==> config.mk <==
export PLATFORM = sky130hd
export DESIGN_NAME = ctm_aux
export DESIGN_NICKNAME = d
export VERILOG_FILES = /design/src/hw/ctm_pkg.sv /design/src/hw/ctm_aux.sv
export SDC_FILE = /design/constraint.sdc
export NUM_CORES = 1
export LEC_CHECK = 0
export BUFFER_PORTS_ARGS = -buffer_cell sky130_fd_sc_hd__buf_4
export CAP_MARGIN = 20
export CORE_ASPECT_RATIO = 1.2
export CORE_MARGIN = 8
export CORE_UTILIZATION = 45
export CTS_BUF_LIST = sky130_fd_sc_hd__clkbuf_4 sky130_fd_sc_hd__clkbuf_8
export CTS_CLUSTER_DIAMETER = 80
export DETAILED_ROUTE_END_ITERATION = 8
export GPL_ROUTABILITY_DRIVEN = 1
export GPL_TIMING_DRIVEN = 0
export MAX_ROUTING_LAYER = met4
export PLACE_DENSITY = 0.76
export SKIP_LAST_GASP = 1
export SYNTH_ARGS = -nofsm -noshare
export SYNTH_HDL_FRONTEND = slang
export SYNTH_SLANG_ARGS = --single-unit
export TNS_END_PERCENT = 1
==> constraint.sdc <==
create_clock -name clk_i -period 5.18 [get_ports clk_i]
set_input_delay 1.554 -clock clk_i [delete_from_list [all_inputs] [get_ports clk_i]]
set_output_delay 1.554 -clock clk_i [all_outputs]
set_load 0.05 [all_outputs]
==> src/hw/ctm_pkg.sv <==
// Purpose: Shared constants and carrier types for the capture timer support block
// Assumes: Register indices are word indices; byte address is four times the index
// Notes:   Bit positions and reset values live here only
package ctm_pkg;
  // Register word indices
  localparam logic [7:0] IDX_ACC_A_FLAGS = 8'h00a1;
  localparam logic [7:0] IDX_ACC3_COUNT  = 8'h00a2;
  localparam logic [7:0] IDX_ACC2_COUNT  = 8'h00a3;
  localparam logic [7:0] IDX_ACC1_COUNT  = 8'h00a4;
  localparam logic [7:0] IDX_ACC0_COUNT  = 8'h00a5;
  localparam logic [7:0] IDX_MOD_CTL     = 8'h00a6;
  localparam logic [7:0] IDX_MOD_FLAGS   = 8'h00a7;
  localparam logic [7:0] IDX_ACC_EN_CTL  = 8'h00a8;
  localparam logic [7:0] IDX_DELAY_CTL   = 8'h00a9;
  localparam logic [7:0] IDX_NO_OVW_CTL  = 8'h00aa;
  localparam logic [7:0] IDX_CAP_SYS_CTL = 8'h00ab;
  localparam logic [7:0] IDX_MOD_COUNT   = 8'h00ac;
  localparam logic [7:0] IDX_ACC_A_PAIR  = 8'h00ad;
  localparam logic [7:0] IDX_ACC_B_PAIR  = 8'h00ae;
  localparam logic [7:0] IDX_AUX_CTL     = 8'h00af;
  localparam logic [7:0] IDX_ACC_B_FLAGS = 8'h00b1;
  localparam logic [7:0] IDX_CAPTURE0    = 8'h00c0;
  localparam logic [7:0] IDX_HOLD0       = 8'h00c4;
  localparam logic [7:0] IDX_ACC_HOLD0   = 8'h00c8;
  localparam logic [7:0] IDX_CAP_FLAGS   = 8'h00cc;
  // Field positions
  localparam int unsigned BIT_OVF        = 1;
  localparam int unsigned BIT_IN_FLAG    = 0;
  localparam int unsigned BIT_UNDERFLOW  = 7;
  localparam int unsigned BIT_FAST_CLR   = 0;
  localparam int unsigned BIT_A_ENABLE   = 1;
  localparam int unsigned BIT_B_ENABLE   = 2;
  localparam int unsigned BIT_A_GATED    = 3;
  localparam int unsigned BIT_A_EDGE     = 4;
  // Reset and fixed values
  localparam logic [15:0] MOD_PRESET     = 16'hffff;
  localparam logic [15:0] ZERO16         = 16'h0000;
  localparam logic [7:0]  ZERO8          = 8'h00;
  localparam logic [7:0]  FULL8          = 8'hff;
  // Delay filter lengths in module clocks
  localparam logic [10:0] DLY_CYC_1      = 11'h0100;
  localparam logic [10:0] DLY_CYC_2      = 11'h0200;
  localparam logic [10:0] DLY_CYC_3      = 11'h0400;
  // Modulus prescaler division rates
  localparam logic [4:0]  DIV_CODE_0     = 5'h01;
  localparam logic [4:0]  DIV_CODE_1     = 5'h04;
  localparam logic [4:0]  DIV_CODE_2     = 5'h08;
  localparam logic [4:0]  DIV_CODE_3     = 5'h10;

  typedef struct packed {
    logic       irq_en;
    logic       reload_mode;
    logic       read_load;
    logic       force_latch;
    logic       force_load;
    logic       enable;
    logic [1:0] presc_sel;
  } ctm_modctl_t;

  typedef struct packed {
    logic [3:0] channel_share;
    logic       flag_timing_mode;
    logic       max_count;
    logic       holding_buffer_enable;
    logic       latch_or_queue_select;
  } ctm_capsys_t;
endpackage
==> src/hw/ctm_aux.sv <==
// Purpose: Pulse accumulators, modulus down-counter, edge delay filter and buffered
//          capture channels 0..3 of a 16-bit capture timer, on classic Wishbone
// Assumes: Pins are asynchronous; timer_i and gate_tick_i come from the same clock
// Notes:   Captures take either edge after filtering; all side effects act at request
//
// Overview of operation
// RQ1: Fast-clear set: any accumulator A count access clears both A flags.
// RQ2: A overflow sets on 16-bit wrap or accumulator 3 wrap; write bit 1 clears.
// RQ3: A input flag sets on selected channel-7 edge or trailing gate edge; bit 0 clears.
// RQ4: A system enable cascades accumulators 3 (high) and 2 (low) into 16 bits.
// RQ5: A 16-bit accumulator count is read or written whole in one access.
// RQ6: B system enable cascades accumulators 1 and 0; accumulator 1 wrap sets B overflow.
// RQ7: Without reload mode count once and stop at zero; with it reload latest value.
// RQ8: Software should disable the down-counter before changing reload mode.
// RQ9: Read-load select chooses live count or load register on count reads.
// RQ10: Force latch in latch mode copies captures and accumulators, clears accumulators.
// RQ11: Force load while enabled copies load into count and resets prescaler.
// RQ12: While the down-counter is disabled its count is held at FFFF.
// RQ13: Prescale codes divide by 1, 4, 8, 16; new rate applies at next load.
// RQ14: Underflow flag bit 7 sets at zero, drives interrupt, write-1 or fast-clear clears.
// RQ15: Polarity bits record edge of first capture after the holding register read.
// RQ16: Individual byte enables act only while their system enable is clear.
// RQ17: Delay filter waits 256, 512 or 1024 clocks, forwards only an opposite level.
// RQ18: No-overwrite keeps capture or holding register until it is emptied.
// RQ19: Capture system register takes one write in normal mode, any in special mode.
// RQ20: Channel share lets pin x and its detector also drive channel x+4.
// RQ21: Flag timing mode in queue mode sets capture flags only on holding transfer.
// RQ22: Queue mode moves the old capture to holding before storing the new one.
// RQ23: All registers reset to zero except the modulus count at FFFF.
//
// Decided for this implementation: register access over Wishbone.
`timescale 1ns/10ps
module ctm_aux (
  input  wire logic        clk_i,
  input  wire logic        rst_i,
  input  wire logic        cyc_i,
  input  wire logic        stb_i,
  input  wire logic        we_i,
  input  wire logic [9:0]  adr_i,
  input  wire logic [3:0]  sel_i,
  input  wire logic [31:0] dat_i,
  output logic      [31:0] dat_o,
  output logic             ack_o,
  input  wire logic [7:0]  ch_pin_i,
  input  wire logic [15:0] timer_i,
  input  wire logic        gate_tick_i,
  input  wire logic        normal_mode_i,
  output logic      [7:0]  capture_event_o,
  output logic      [3:0]  capture_flags_o,
  output logic             underflow_irq_o,
  output ctm_pkg::ctm_modctl_t mod_ctl_o
);
  import ctm_pkg::*;

  // Byte-lane merge for 16-bit registers
  function automatic logic [15:0] lane_merge(input logic [15:0] old, input logic [31:0] d,
                                              input logic [3:0] s);
    lane_merge = {s[1] ? d[15:8] : old[15:8], s[0] ? d[7:0] : old[7:0]};
  endfunction

  function automatic logic [4:0] div_rate(input logic [1:0] code);
    div_rate = (code == 2'b00) ? DIV_CODE_0 : (code == 2'b01) ? DIV_CODE_1 :
               (code == 2'b10) ? DIV_CODE_2 : DIV_CODE_3;
  endfunction

  function automatic logic [10:0] dly_len(input logic [1:0] code);
    dly_len = (code == 2'b01) ? DLY_CYC_1 : (code == 2'b10) ? DLY_CYC_2 : DLY_CYC_3;
  endfunction

  ctm_modctl_t mctl_ff;
  ctm_capsys_t csys_ff;
  logic [7:0]  auxctl_ff, acc_en_ff, novw_ff;
  logic [1:0]  dly_sel_ff;
  logic        sys_written_ff, ack_ff;
  logic [7:0]  sync1_ff, sync2_ff, prev_ff;
  logic [10:0] dcnt_ff [8];
  logic [7:0]  dbusy_ff, dlvl_ff, fevt_ff, fpol_ff;
  logic [7:0]  pac_ff [4];
  logic [7:0]  nxt_pac [4];
  logic [7:0]  pach_ff [4];
  logic [15:0] cap_ff [4];
  logic [15:0] hold_ff [4];
  logic [3:0]  cap_full_ff, hold_full_ff, pol_ff, pol_arm_ff, cflag_ff;
  logic [15:0] mcnt_ff, mload_ff;
  logic [3:0]  pcnt_ff;
  logic [4:0]  rate_ff;
  logic        a_ovf_ff, a_in_ff, b_ovf_ff, uflag_ff;
  logic [31:0] rdata_ff;

  // Request decode; effects act once per transfer, on the cycle before ack
  wire        req      = cyc_i & stb_i & ~ack_ff;
  wire [7:0]  idx      = adr_i[9:2];
  wire        wr       = req & we_i;
  wire        rd       = req & ~we_i;
  wire        wr_b0    = wr & sel_i[0];
  wire        fast_clr = auxctl_ff[BIT_FAST_CLR];
  wire        a_en     = auxctl_ff[BIT_A_ENABLE];
  wire        b_en     = auxctl_ff[BIT_B_ENABLE];
  wire        a_gated  = auxctl_ff[BIT_A_GATED];
  wire        a_edge   = auxctl_ff[BIT_A_EDGE];
  wire        queue_md = csys_ff.holding_buffer_enable & ~csys_ff.latch_or_queue_select;
  wire        latch_md = csys_ff.holding_buffer_enable & csys_ff.latch_or_queue_select;
  wire        acc_a_hit = req & (idx == IDX_ACC3_COUNT || idx == IDX_ACC2_COUNT ||
                                 idx == IDX_ACC_A_PAIR);
  wire        acc_b_hit = req & (idx == IDX_ACC1_COUNT || idx == IDX_ACC0_COUNT ||
                                 idx == IDX_ACC_B_PAIR);
  wire        mcnt_hit  = req & (idx == IDX_MOD_COUNT);
  wire        mcnt_wr   = wr & mcnt_hit;
  wire [15:0] mcnt_wval = lane_merge(mload_ff, dat_i, sel_i);

  // Pin synchroniser; only the second stage feeds logic
  always_ff @(posedge clk_i) begin
    sync1_ff <= rst_i ? ZERO8 : ch_pin_i;
    sync2_ff <= rst_i ? ZERO8 : sync1_ff;
    prev_ff  <= rst_i ? ZERO8 : sync2_ff;
  end
  wire [7:0] edge_raw = sync2_ff ^ prev_ff;

  // Edge delay filter per channel; a narrow pulse that returns is dropped
  // RQ17 delay filter count
  always_ff @(posedge clk_i) begin
    for (int i = 0; i < 8; i++) begin
      if (rst_i) begin
        dcnt_ff[i] <= '0;
        dbusy_ff[i] <= 1'b0;
        dlvl_ff[i] <= 1'b0;
        fevt_ff[i] <= 1'b0;
        fpol_ff[i] <= 1'b0;
      end else if (dly_sel_ff == 2'b00) begin
        dbusy_ff[i] <= 1'b0;
        fevt_ff[i] <= edge_raw[i];
        fpol_ff[i] <= sync2_ff[i];
      end else if (dbusy_ff[i]) begin
        fevt_ff[i] <= 1'b0;
        dcnt_ff[i] <= dcnt_ff[i] + 11'h001;
        if (dcnt_ff[i] == dly_len(dly_sel_ff) - 11'h001) begin
          dcnt_ff[i] <= '0;
          dbusy_ff[i] <= 1'b0;
          fevt_ff[i] <= (sync2_ff[i] != dlvl_ff[i]);
          fpol_ff[i] <= sync2_ff[i];
        end
      end else begin
        fevt_ff[i] <= 1'b0;
        dbusy_ff[i] <= edge_raw[i];
        dlvl_ff[i] <= prev_ff[i];
        dcnt_ff[i] <= '0;
      end
    end
  end

  // RQ20 channel sharing
  wire [7:0] evt = {fevt_ff[7:4] | (fevt_ff[3:0] & csys_ff.channel_share), fevt_ff[3:0]};
  assign capture_event_o = evt;

  // Pulse accumulator increments
  // RQ3 selected edge or trailing gate edge
  wire a_sel_edge = edge_raw[7] & (sync2_ff[7] == a_edge);
  wire a_inc      = a_gated ? (gate_tick_i & (sync2_ff[7] != a_edge)) : a_sel_edge;
  wire [15:0] pair_a = {pac_ff[3], pac_ff[2]};
  wire [15:0] pair_b = {pac_ff[1], pac_ff[0]};
  // RQ16 individual enables gated by system enables
  wire [3:0] byte_inc = {~a_en & acc_en_ff[3] & evt[3], ~a_en & acc_en_ff[2] & evt[2],
                         ~b_en & acc_en_ff[1] & evt[1], ~b_en & acc_en_ff[0] & evt[0]};
  // RQ2 accumulator A overflow sources
  wire a_ovf_set = (a_en & a_inc & (pair_a == MOD_PRESET)) |
                   (byte_inc[3] & (pac_ff[3] == FULL8) & ~csys_ff.max_count);
  // RQ6 accumulator B overflow sources
  wire b_ovf_set = (b_en & evt[0] & (pair_b == MOD_PRESET)) |
                   (byte_inc[1] & (pac_ff[1] == FULL8) & ~csys_ff.max_count);

  // Modulus down-counter control
  wire [4:0] rate_cur = div_rate(mctl_ff.presc_sel);
  wire mtick     = mctl_ff.enable & ({1'b0, pcnt_ff} == rate_ff - 5'h01);
  // RQ14 zero reached by counting; a written zero does not flag
  wire underflow = mtick & (mcnt_ff == 16'h0001);
  wire fload     = wr_b0 & (idx == IDX_MOD_CTL) & dat_i[3] & mctl_ff.enable;
  // RQ10 latch triggers
  wire flatch    = wr_b0 & (idx == IDX_MOD_CTL) & dat_i[4];
  wire latch_evt = latch_md & (flatch | underflow | (mcnt_wr & (mcnt_wval == ZERO16)));

  // Next accumulator values: counting, then latch clear, then bus writes
  // RQ4 cascaded A pair, RQ6 cascaded B pair
  always_comb begin
    for (int i = 0; i < 4; i++) begin
      nxt_pac[i] = pac_ff[i];
      if (byte_inc[i] && !(csys_ff.max_count && pac_ff[i] == FULL8)) begin
        nxt_pac[i] = pac_ff[i] + 8'h01;
      end
    end
    if (a_en && a_inc) begin
      {nxt_pac[3], nxt_pac[2]} = pair_a + 16'h0001;
    end
    if (b_en && evt[0]) begin
      {nxt_pac[1], nxt_pac[0]} = pair_b + 16'h0001;
    end
    if (latch_evt) begin
      for (int i = 0; i < 4; i++) begin
        nxt_pac[i] = ZERO8;
      end
    end
    // RQ5 whole-word pair write in one access
    if (wr && idx == IDX_ACC_A_PAIR) begin
      {nxt_pac[3], nxt_pac[2]} = lane_merge(pair_a, dat_i, sel_i);
    end
    if (wr && idx == IDX_ACC_B_PAIR) begin
      {nxt_pac[1], nxt_pac[0]} = lane_merge(pair_b, dat_i, sel_i);
    end
    for (int i = 0; i < 4; i++) begin
      if (wr_b0 && idx == IDX_ACC0_COUNT - 8'(i)) begin
        nxt_pac[i] = dat_i[7:0];
      end
    end
  end

  always_ff @(posedge clk_i) begin
    for (int i = 0; i < 4; i++) begin
      pac_ff[i] <= rst_i ? ZERO8 : nxt_pac[i];
    end
  end

  // Accumulator flags; a hardware set wins over any clear in the same cycle
  // RQ1 fast clear of A flags, RQ2 and RQ3 write-one clears
  always_ff @(posedge clk_i) begin
    if (rst_i) begin
      a_ovf_ff <= 1'b0;
      a_in_ff  <= 1'b0;
      b_ovf_ff <= 1'b0;
    end else begin
      a_ovf_ff <= a_ovf_set | (a_ovf_ff & ~(fast_clr & acc_a_hit) &
                  ~(wr_b0 & idx == IDX_ACC_A_FLAGS & dat_i[BIT_OVF]));
      a_in_ff  <= (a_en & a_sel_edge) | (a_in_ff & ~(fast_clr & acc_a_hit) &
                  ~(wr_b0 & idx == IDX_ACC_A_FLAGS & dat_i[BIT_IN_FLAG]));
      b_ovf_ff <= b_ovf_set | (b_ovf_ff & ~(fast_clr & acc_b_hit) &
                  ~(wr_b0 & idx == IDX_ACC_B_FLAGS & dat_i[BIT_OVF]));
    end
  end

  // Down-counter; rate is refreshed while disabled and whenever a new count is loaded
  // RQ7 one-shot or reload, RQ11 force load, RQ12 preset while disabled, RQ13 rate
  always_ff @(posedge clk_i) begin
    if (rst_i || !mctl_ff.enable) begin
      mcnt_ff <= MOD_PRESET;
      pcnt_ff <= '0;
      rate_ff <= rst_i ? DIV_CODE_0 : rate_cur;
    end else if (fload) begin
      mcnt_ff <= mload_ff;
      pcnt_ff <= '0;
      rate_ff <= rate_cur;
    end else if (mcnt_wr && (!mctl_ff.reload_mode || mcnt_wval == ZERO16)) begin
      mcnt_ff <= mcnt_wval;
      pcnt_ff <= '0;
      rate_ff <= rate_cur;
    end else if (mcnt_ff != ZERO16) begin
      pcnt_ff <= mtick ? 4'h0 : pcnt_ff + 4'h1;
      if (mtick && underflow && mctl_ff.reload_mode) begin
        mcnt_ff <= mload_ff;
        rate_ff <= rate_cur;
      end else if (mtick) begin
        mcnt_ff <= mcnt_ff - 16'h0001;
      end
    end
  end

  // Underflow flag: set wins over write-one and fast clear
  // RQ14 underflow flag and interrupt
  always_ff @(posedge clk_i) begin
    if (rst_i) begin
      uflag_ff <= 1'b0;
    end else begin
      uflag_ff <= underflow | (uflag_ff & ~(fast_clr & mcnt_hit) &
                  ~(wr_b0 & idx == IDX_MOD_FLAGS & dat_i[BIT_UNDERFLOW]));
    end
  end
  assign underflow_irq_o = uflag_ff & mctl_ff.irq_en;

  // Control registers; force bits are strobes and never stored
  // RQ19 one write in normal mode, RQ23 reset values
  always_ff @(posedge clk_i) begin
    if (rst_i) begin
      mctl_ff <= '0;
      csys_ff <= '0;
      auxctl_ff <= ZERO8;
      acc_en_ff <= ZERO8;
      novw_ff <= ZERO8;
      dly_sel_ff <= 2'b00;
      sys_written_ff <= 1'b0;
      mload_ff <= ZERO16;
    end else begin
      if (wr_b0 && idx == IDX_MOD_CTL) begin
        mctl_ff <= ctm_modctl_t'({dat_i[7:5], 2'b00, dat_i[2:0]});
      end
      if (wr_b0 && idx == IDX_CAP_SYS_CTL && !(normal_mode_i && sys_written_ff)) begin
        csys_ff <= ctm_capsys_t'(dat_i[7:0]);
        sys_written_ff <= 1'b1;
      end
      if (wr_b0 && idx == IDX_AUX_CTL) begin
        auxctl_ff <= {3'b000, dat_i[4:0]};
      end
      if (wr_b0 && idx == IDX_ACC_EN_CTL) begin
        acc_en_ff <= {4'h0, dat_i[3:0]};
      end
      if (wr_b0 && idx == IDX_NO_OVW_CTL) begin
        novw_ff <= dat_i[7:0];
      end
      if (wr_b0 && idx == IDX_DELAY_CTL) begin
        dly_sel_ff <= dat_i[1:0];
      end
      if (mcnt_wr) begin
        mload_ff <= mcnt_wval;
      end
    end
  end
  assign mod_ctl_o = mctl_ff;

  // Capture channels 0..3 with holding registers
  // RQ18 no-overwrite, RQ21 flag timing, RQ22 queue transfer, RQ15 polarity
  always_ff @(posedge clk_i) begin
    for (int i = 0; i < 4; i++) begin
      if (rst_i) begin
        cap_ff[i] <= ZERO16;
        hold_ff[i] <= ZERO16;
        pach_ff[i] <= ZERO8;
        cap_full_ff[i] <= 1'b0;
        hold_full_ff[i] <= 1'b0;
        pol_ff[i] <= 1'b0;
        pol_arm_ff[i] <= 1'b1;
        cflag_ff[i] <= 1'b0;
      end else begin
        if (rd && idx == IDX_CAPTURE0 + 8'(i)) begin
          cap_full_ff[i] <= 1'b0;
        end
        if (rd && idx == IDX_HOLD0 + 8'(i)) begin
          hold_full_ff[i] <= 1'b0;
          pol_arm_ff[i] <= 1'b1;
        end
        if (wr_b0 && idx == IDX_CAP_FLAGS && dat_i[i]) begin
          cflag_ff[i] <= 1'b0;
        end
        if (latch_evt && (!novw_ff[i] || !hold_full_ff[i])) begin
          hold_ff[i] <= cap_ff[i];
          pach_ff[i] <= pac_ff[i];
          hold_full_ff[i] <= 1'b1;
          cap_full_ff[i] <= 1'b0;
        end else if (evt[i]) begin
          if (pol_arm_ff[i]) begin
            pol_ff[i] <= fpol_ff[i];
            pol_arm_ff[i] <= 1'b0;
          end
          if (queue_md && cap_full_ff[i]) begin
            if (!novw_ff[i] || !hold_full_ff[i]) begin
              hold_ff[i] <= cap_ff[i];
              hold_full_ff[i] <= 1'b1;
              cap_ff[i] <= timer_i;
              cflag_ff[i] <= 1'b1;
            end
          end else if (!novw_ff[i] || !cap_full_ff[i]) begin
            cap_ff[i] <= timer_i;
            cap_full_ff[i] <= 1'b1;
            if (!(queue_md && csys_ff.flag_timing_mode)) begin
              cflag_ff[i] <= 1'b1;
            end
          end
        end
      end
    end
  end
  assign capture_flags_o = cflag_ff;

  // Read mux; unmapped indices answer zero
  // RQ9 live count or load register
  wire [15:0] mcnt_rd = mctl_ff.read_load ? mload_ff : mcnt_ff;
  wire [1:0]  csel    = idx[1:0];
  wire [15:0] rmux =
    (idx == IDX_ACC_A_FLAGS) ? {14'h0000, a_ovf_ff, a_in_ff} :
    (idx == IDX_ACC_B_FLAGS) ? {14'h0000, b_ovf_ff, 1'b0} :
    (idx == IDX_ACC3_COUNT)  ? {8'h00, pac_ff[3]} :
    (idx == IDX_ACC2_COUNT)  ? {8'h00, pac_ff[2]} :
    (idx == IDX_ACC1_COUNT)  ? {8'h00, pac_ff[1]} :
    (idx == IDX_ACC0_COUNT)  ? {8'h00, pac_ff[0]} :
    // RQ10 force bits read zero
    (idx == IDX_MOD_CTL)     ? {8'h00, mctl_ff.irq_en, mctl_ff.reload_mode,
                                mctl_ff.read_load, 2'b00, mctl_ff.enable,
                                mctl_ff.presc_sel} :
    (idx == IDX_MOD_FLAGS)   ? {8'h00, uflag_ff, 3'b000, pol_ff} :
    (idx == IDX_ACC_EN_CTL)  ? {8'h00, acc_en_ff} :
    (idx == IDX_DELAY_CTL)   ? {14'h0000, dly_sel_ff} :
    (idx == IDX_NO_OVW_CTL)  ? {8'h00, novw_ff} :
    (idx == IDX_CAP_SYS_CTL) ? {8'h00, csys_ff} :
    (idx == IDX_MOD_COUNT)   ? mcnt_rd :
    (idx == IDX_ACC_A_PAIR)  ? pair_a :
    (idx == IDX_ACC_B_PAIR)  ? pair_b :
    (idx == IDX_AUX_CTL)     ? {8'h00, auxctl_ff} :
    (idx == IDX_CAP_FLAGS)   ? {12'h000, cflag_ff} :
    (idx[7:2] == IDX_CAPTURE0[7:2]) ? cap_ff[csel] :
    (idx[7:2] == IDX_HOLD0[7:2])    ? hold_ff[csel] :
    (idx[7:2] == IDX_ACC_HOLD0[7:2]) ? {8'h00, pach_ff[csel]} : ZERO16;

  // Ack one cycle after the request; drops the cycle after it is given
  always_ff @(posedge clk_i) begin
    ack_ff   <= ~rst_i & req;
    rdata_ff <= rst_i ? 32'h0000_0000 : (rd ? {16'h0000, rmux} : 32'h0000_0000);
  end
  assign ack_o = ack_ff;
  assign dat_o = rdata_ff;
endmodule

Yosys cells after proc, flatten, opt, wreduce, memory -nomap -nowiden
Memory sizes are Yosys's and may differ from the RTL's.
Cells that the tools add are included.

operators by class
  add/subtract/negate cells = 18
  multipliers = 0
  divide/modulo/power cells = 0
  $lt $le $gt $ge = 0
  eq/ne operators = 58
  shift operators = 0
  multiplexer cells = 404
  bitwise logic cells = 141
  reduce and logical (&&, ||, !) cells = 123

operators by type and width
  operator                 number
  $mux W16                 45
  $mux W1                  299
  $mux W11                 26
  $eq A8 B8 Y1 const B     29
  $mux W8                  23
  $add A11 B1 Y11 const B  8
  $eq A11 B11 Y1           8
  $and A1 B1 Y1            58
  $or A1 B1 Y1             52
  $logic_and A1 B1 Y1      49
  $mux W5                  9
  $add A16 B1 Y16 const B  2
  $add A8 B1 Y8 const B    4
  $eq A16 B16 Y1 const B   2
  $mux W32                 1
  $not A1 Y1               28
  $reduce_and A2 Y1        14
  $logic_not A1 Y1         19
  $eq A6 B6 Y1 const B     3
  $eq A16 B1 Y1 const B    1
  $logic_not A16 Y1        1
  $reduce_bool A16 Y1      1
  $reduce_bool A2 Y1       8
  $sub A16 B1 Y16 const B  1
  other kinds (19)         53

storage, ports and cells
  flip-flop bits (word level) = 184
  latch bits = 0
  RAM bits = 280
  memory bits (read-only) = 0
  input bits = 77
  output and inout port bits = 54
  logic and storage cells = 803
  memories kept = 5

memory list
  name     words  bits a word  rd ports  clocked after memory_dff  wr ports  RTL line       RTL
  dcnt_ff  8      11           8         0                         8         ctm_aux.sv:76  logic [10:0] dcnt_ff [8];
  cap_ff   4      16           5         0                         4         ctm_aux.sv:81  logic [15:0] cap_ff [4];
  hold_ff  4      16           1         0                         4         ctm_aux.sv:82  logic [15:0] hold_ff [4];
  pac_ff   4      8            4         0                         4         ctm_aux.sv:78  logic [7:0] pac_ff [4];
  pach_ff  4      8            1         0                         4         ctm_aux.sv:80  logic [7:0] pach_ff [4];

Longest topological paths before layout
  depth after elaboration = 21
  depth in mapped cells = 12
  gate-level depth less buffers = 9

Worst setup path after synthesis
No wires, ideal clock.

  kind = input port to flip-flop
  from = input port dat_i[6]
  to = memory hold_ff[1][0], enable pin
  data arrival time = 4,571 ps
  data required time = 4,813 ps
  setup slack = 242 ps
  stages = 9
  path buffers = 3
  cell sequence = buf_6 > or4b_1 > a222oi_1 > nand4_2 > a31o_1 > buf_6 > buf_2 > o21ai_0 > a21o_1

RTL lines
  item                RTL line       RTL
  start: declaration  ctm_aux.sv:41  input wire logic [31:0] dat_i,
  end: declaration    ctm_aux.sv:82

==> metrics.txt <==
status complete, no violations; vias in the first global route roughly 21k; Leak Pwr 9.75 nW; wire length on met1 31500 um; post-synthesis area per instance 9.94 sq um; Syn Inst Count between 2k and 2.5k; Worst path slowest cell or4_1; FF+latch area 0.0115 sq mm; Final Hold Fails 0; worst reg2reg setup slack about 610 ps; Yosys top cell area share 32.0%; VDD IR max 151 uV; post-CTS setup buffers 0; Critical Path AT 5460 ps; DRC viols 0; DR vias/cell roughly 6.3; sequential share of the synthesized area 48.5%; Hold Crit Depth 1; first-pass GRT wire length between 100000 and 150000 um; Post-CTS Resized 2; antenna violations before repair 5; cts bufs inserted 74; Placement Rows 92; CTS root buf clkbuf_8; dpl cell area 0.0253 sq mm; CTS tree done; final RePlAce weighted congestion 1.13; Initial Util 45.2%; Ports 131; achievable frequency 194 MHz; layout cell share with drive strength beyond 1 between 10% and 20%; period utilisation layout 99.5%; Fillers 4740; unrepaired setup endpoints after global routing yes; clk_lat worst skew 680 ps; pwr dens 288 mW/mm^2; top cell type by total area after synthesis edfxtp_1; Main synth FF type edfxtp_1; final instance area 0.0269 sq mm; P&R area growth vs syn 13.6%; DRT Pass-1 Iters 8; post-synthesis register bit count 447; Core Area 0.0523 sq mm; H-tree depth 3; largest net degree at the start of global routing 17; critical path launch point type input pin; WP buf/inv 4; via count 20.9k; origin of the critical flop-to-flop path mcnt_ff[4]; CTS Hold Buffers Added 0; Die X-Extent 225 um; WS Path Type in2reg; Unique masters post-synth 92; Detailed Place HPWL 64500 um; Critical Path Most Common Cell buf_4; gr ovfl total 0; Mapped Area about 0.024 sq mm; Critical Path Sink Type register; wirelength, routed slightly below 90000 um; fin. max-slew vios 0; Synth warnings 0; DIE HEIGHT between 200 and 300 um; commonest non-fill, non-tap cells in the layout 252 x edfxtp_1, 245 x nor2_1, 195 x dfxtp_1, 191 x nand2_1, 159 x and2_1; NumNets Final 2659; post-layout power 0.00774 W; worst-margin pin slew 1220 ps; critical path cell sequence buf_4, clkbuf_1, or4_1, a222oi_1, nand4_2, a31oi_4, buf_4, buf_2, nand2_1, nand2_2, a21o_2; Slew HR 18.9%; Hold Path Origin sync1_ff[5]; total of max-cap violations 0; multi-input logic area 0.0114 sq mm; mean routed wirelength per cell 26.5 um; Finish-stage setup viols 0; CTS max path bufs 3; setup_tns 0 ps; RR Endpoint hold_ff[0][10]; worst-path fanout max 16; DR WL met3 8870 um; die area 0.0602 sq mm; Worst path max stage delay 540 ps; CP required 5480 ps; clock-pin slew on the worst setup and hold paths 70 ps; Min-Delay Path Class reg2reg; top post-synthesis cells by area edfxtp_1 32%, dfxtp_1 17%, and2_1 4.2%; hold endpoint sync2_ff[5]; r2r worst-path depth 9; metal2 WL 41100 um; minimum clock period 5160 ps; Port Buf Inserts 88; CP top delay family compound AO/OA/AOI/OAI gates; Post-DRT Antenna Nets 0; leading cell type in the layout, fill and taps excluded edfxtp_1; FFs w/ async S/R, synth 0%; Max Used Layer met4; first-iteration detailed-routing DRC count 2444; clock sink count roughly 450; Worst Skew around 35 ps; Tot GR Track Use 29.5%; Post-synth EDFFs 252
==> sequential cells by signal (all words and copies together), names as in the netlist, 16 cells and up <==
signal    flops
mload_ff     16
mcnt_ff      16
pac_ff       32
cap_ff       64
pach_ff      32
dat_o        16
dcnt_ff      88
hold_ff      64
==> power by group <==
part	internal, W	switching, W	leakage [nW]	total [W]
clock network	0.00177	0.00150	0.811	0.00327
registers	0.00384	0.0000634	4.19	0.00390
logic	0.000185	0.000387	4.75	0.000572
==> cells in the mapped netlist (19+ instances only) <==
library cell / number
o22ai_1: 25
inv_1: 38
clkbuf_1: 115
a22oi_1: 19
and2_1: 159
a211oi_1: 29
mux4_2: 42
nor2b_1: 39
nor4_1: 30
a21oi_1: 132
nand4_1: 19
xnor2_1: 72
o21ai_0: 117
buf_4: 23
nand3_1: 91
nor3_1: 46
edfxtp_1: 252
mux2i_1: 59
nand2_1: 193
and3_1: 46
nor2_1: 246
xor2_1: 56
dfxtp_1: 195
==> metal layers <==
| layer | GRT usage [%] | up-vias |
|---|---|---|
| met5 | - | - |
| met4 | 21.0 | 0 |
| met3 | 6.89 | 399 |
| met2 | 46.7 | 1325 |
| met1 | 32.7 | 10102 |
| li1 | - | 9065 |
==> layout make-up <==
class / count / area share [%]
Clock inverter: 27 / 0.815
Buffer: 163 / 2.76
Tap cell: 705 / 3.28
Multi-Input combinational cell: 1745 / 42.3
Inverter: 41 / 0.573
Timing Repair Buffer: 92 / 2.60
Antenna cell: 5 / 0.0466
Sequential cell: 447 / 42.7
Clock buffer: 105 / 4.94
==> through the flow <==
step / hold WS (ps) / utilization, % / instances / setup WS [ps]
after floorplan: 414 / - / 2396 / 242
after global placement: 421 / 48.3 / 3189 / -1330
after detailed placement: 436 / 48.4 / 3191 / -987
after CTS: 448 / 51.3 / 3323 / -164
after global routing: 458 / 51.4 / 3330 / -34.4
final: 443 / 51.4 / 3330 / 24.0
==> worst max path at each step <==
stage,from,end,slack (ps),depth (start not counted)
final,sel_i[0],hold_ff[0][10],20,11
after global routing,sel_i[0],hold_ff[0][10],-30,11
after CTS,sel_i[0],hold_ff[3][12],-160,11
after detailed placement,adr_i[8],hold_ff[3][13],-990,11
after global placement,adr_i[8],hold_ff[1][9],-1330,10
after floorplan,dat_i[6],hold_ff[1][0],240,9
==> cells by family (layout without fill, tap and decap cells) <==
kind of cell             Yosys count  in the layout  share of synthesized area, %
multiplexers                     115            115                          7.17
flip-flops                       447            447                          48.5
buffers and inverters            204            428                          3.78
AND/OR/NAND/NOR                  966            966                          20.8
adder cells (fa/ha/maj)           18             18                         0.953
other                              1             23                        0.0159
AO/OA/AOI/OAI                    500            500                          14.0
XOR/XNOR                         128            128                          4.74
Note: power is estimated with default switching activity, not from simulation.
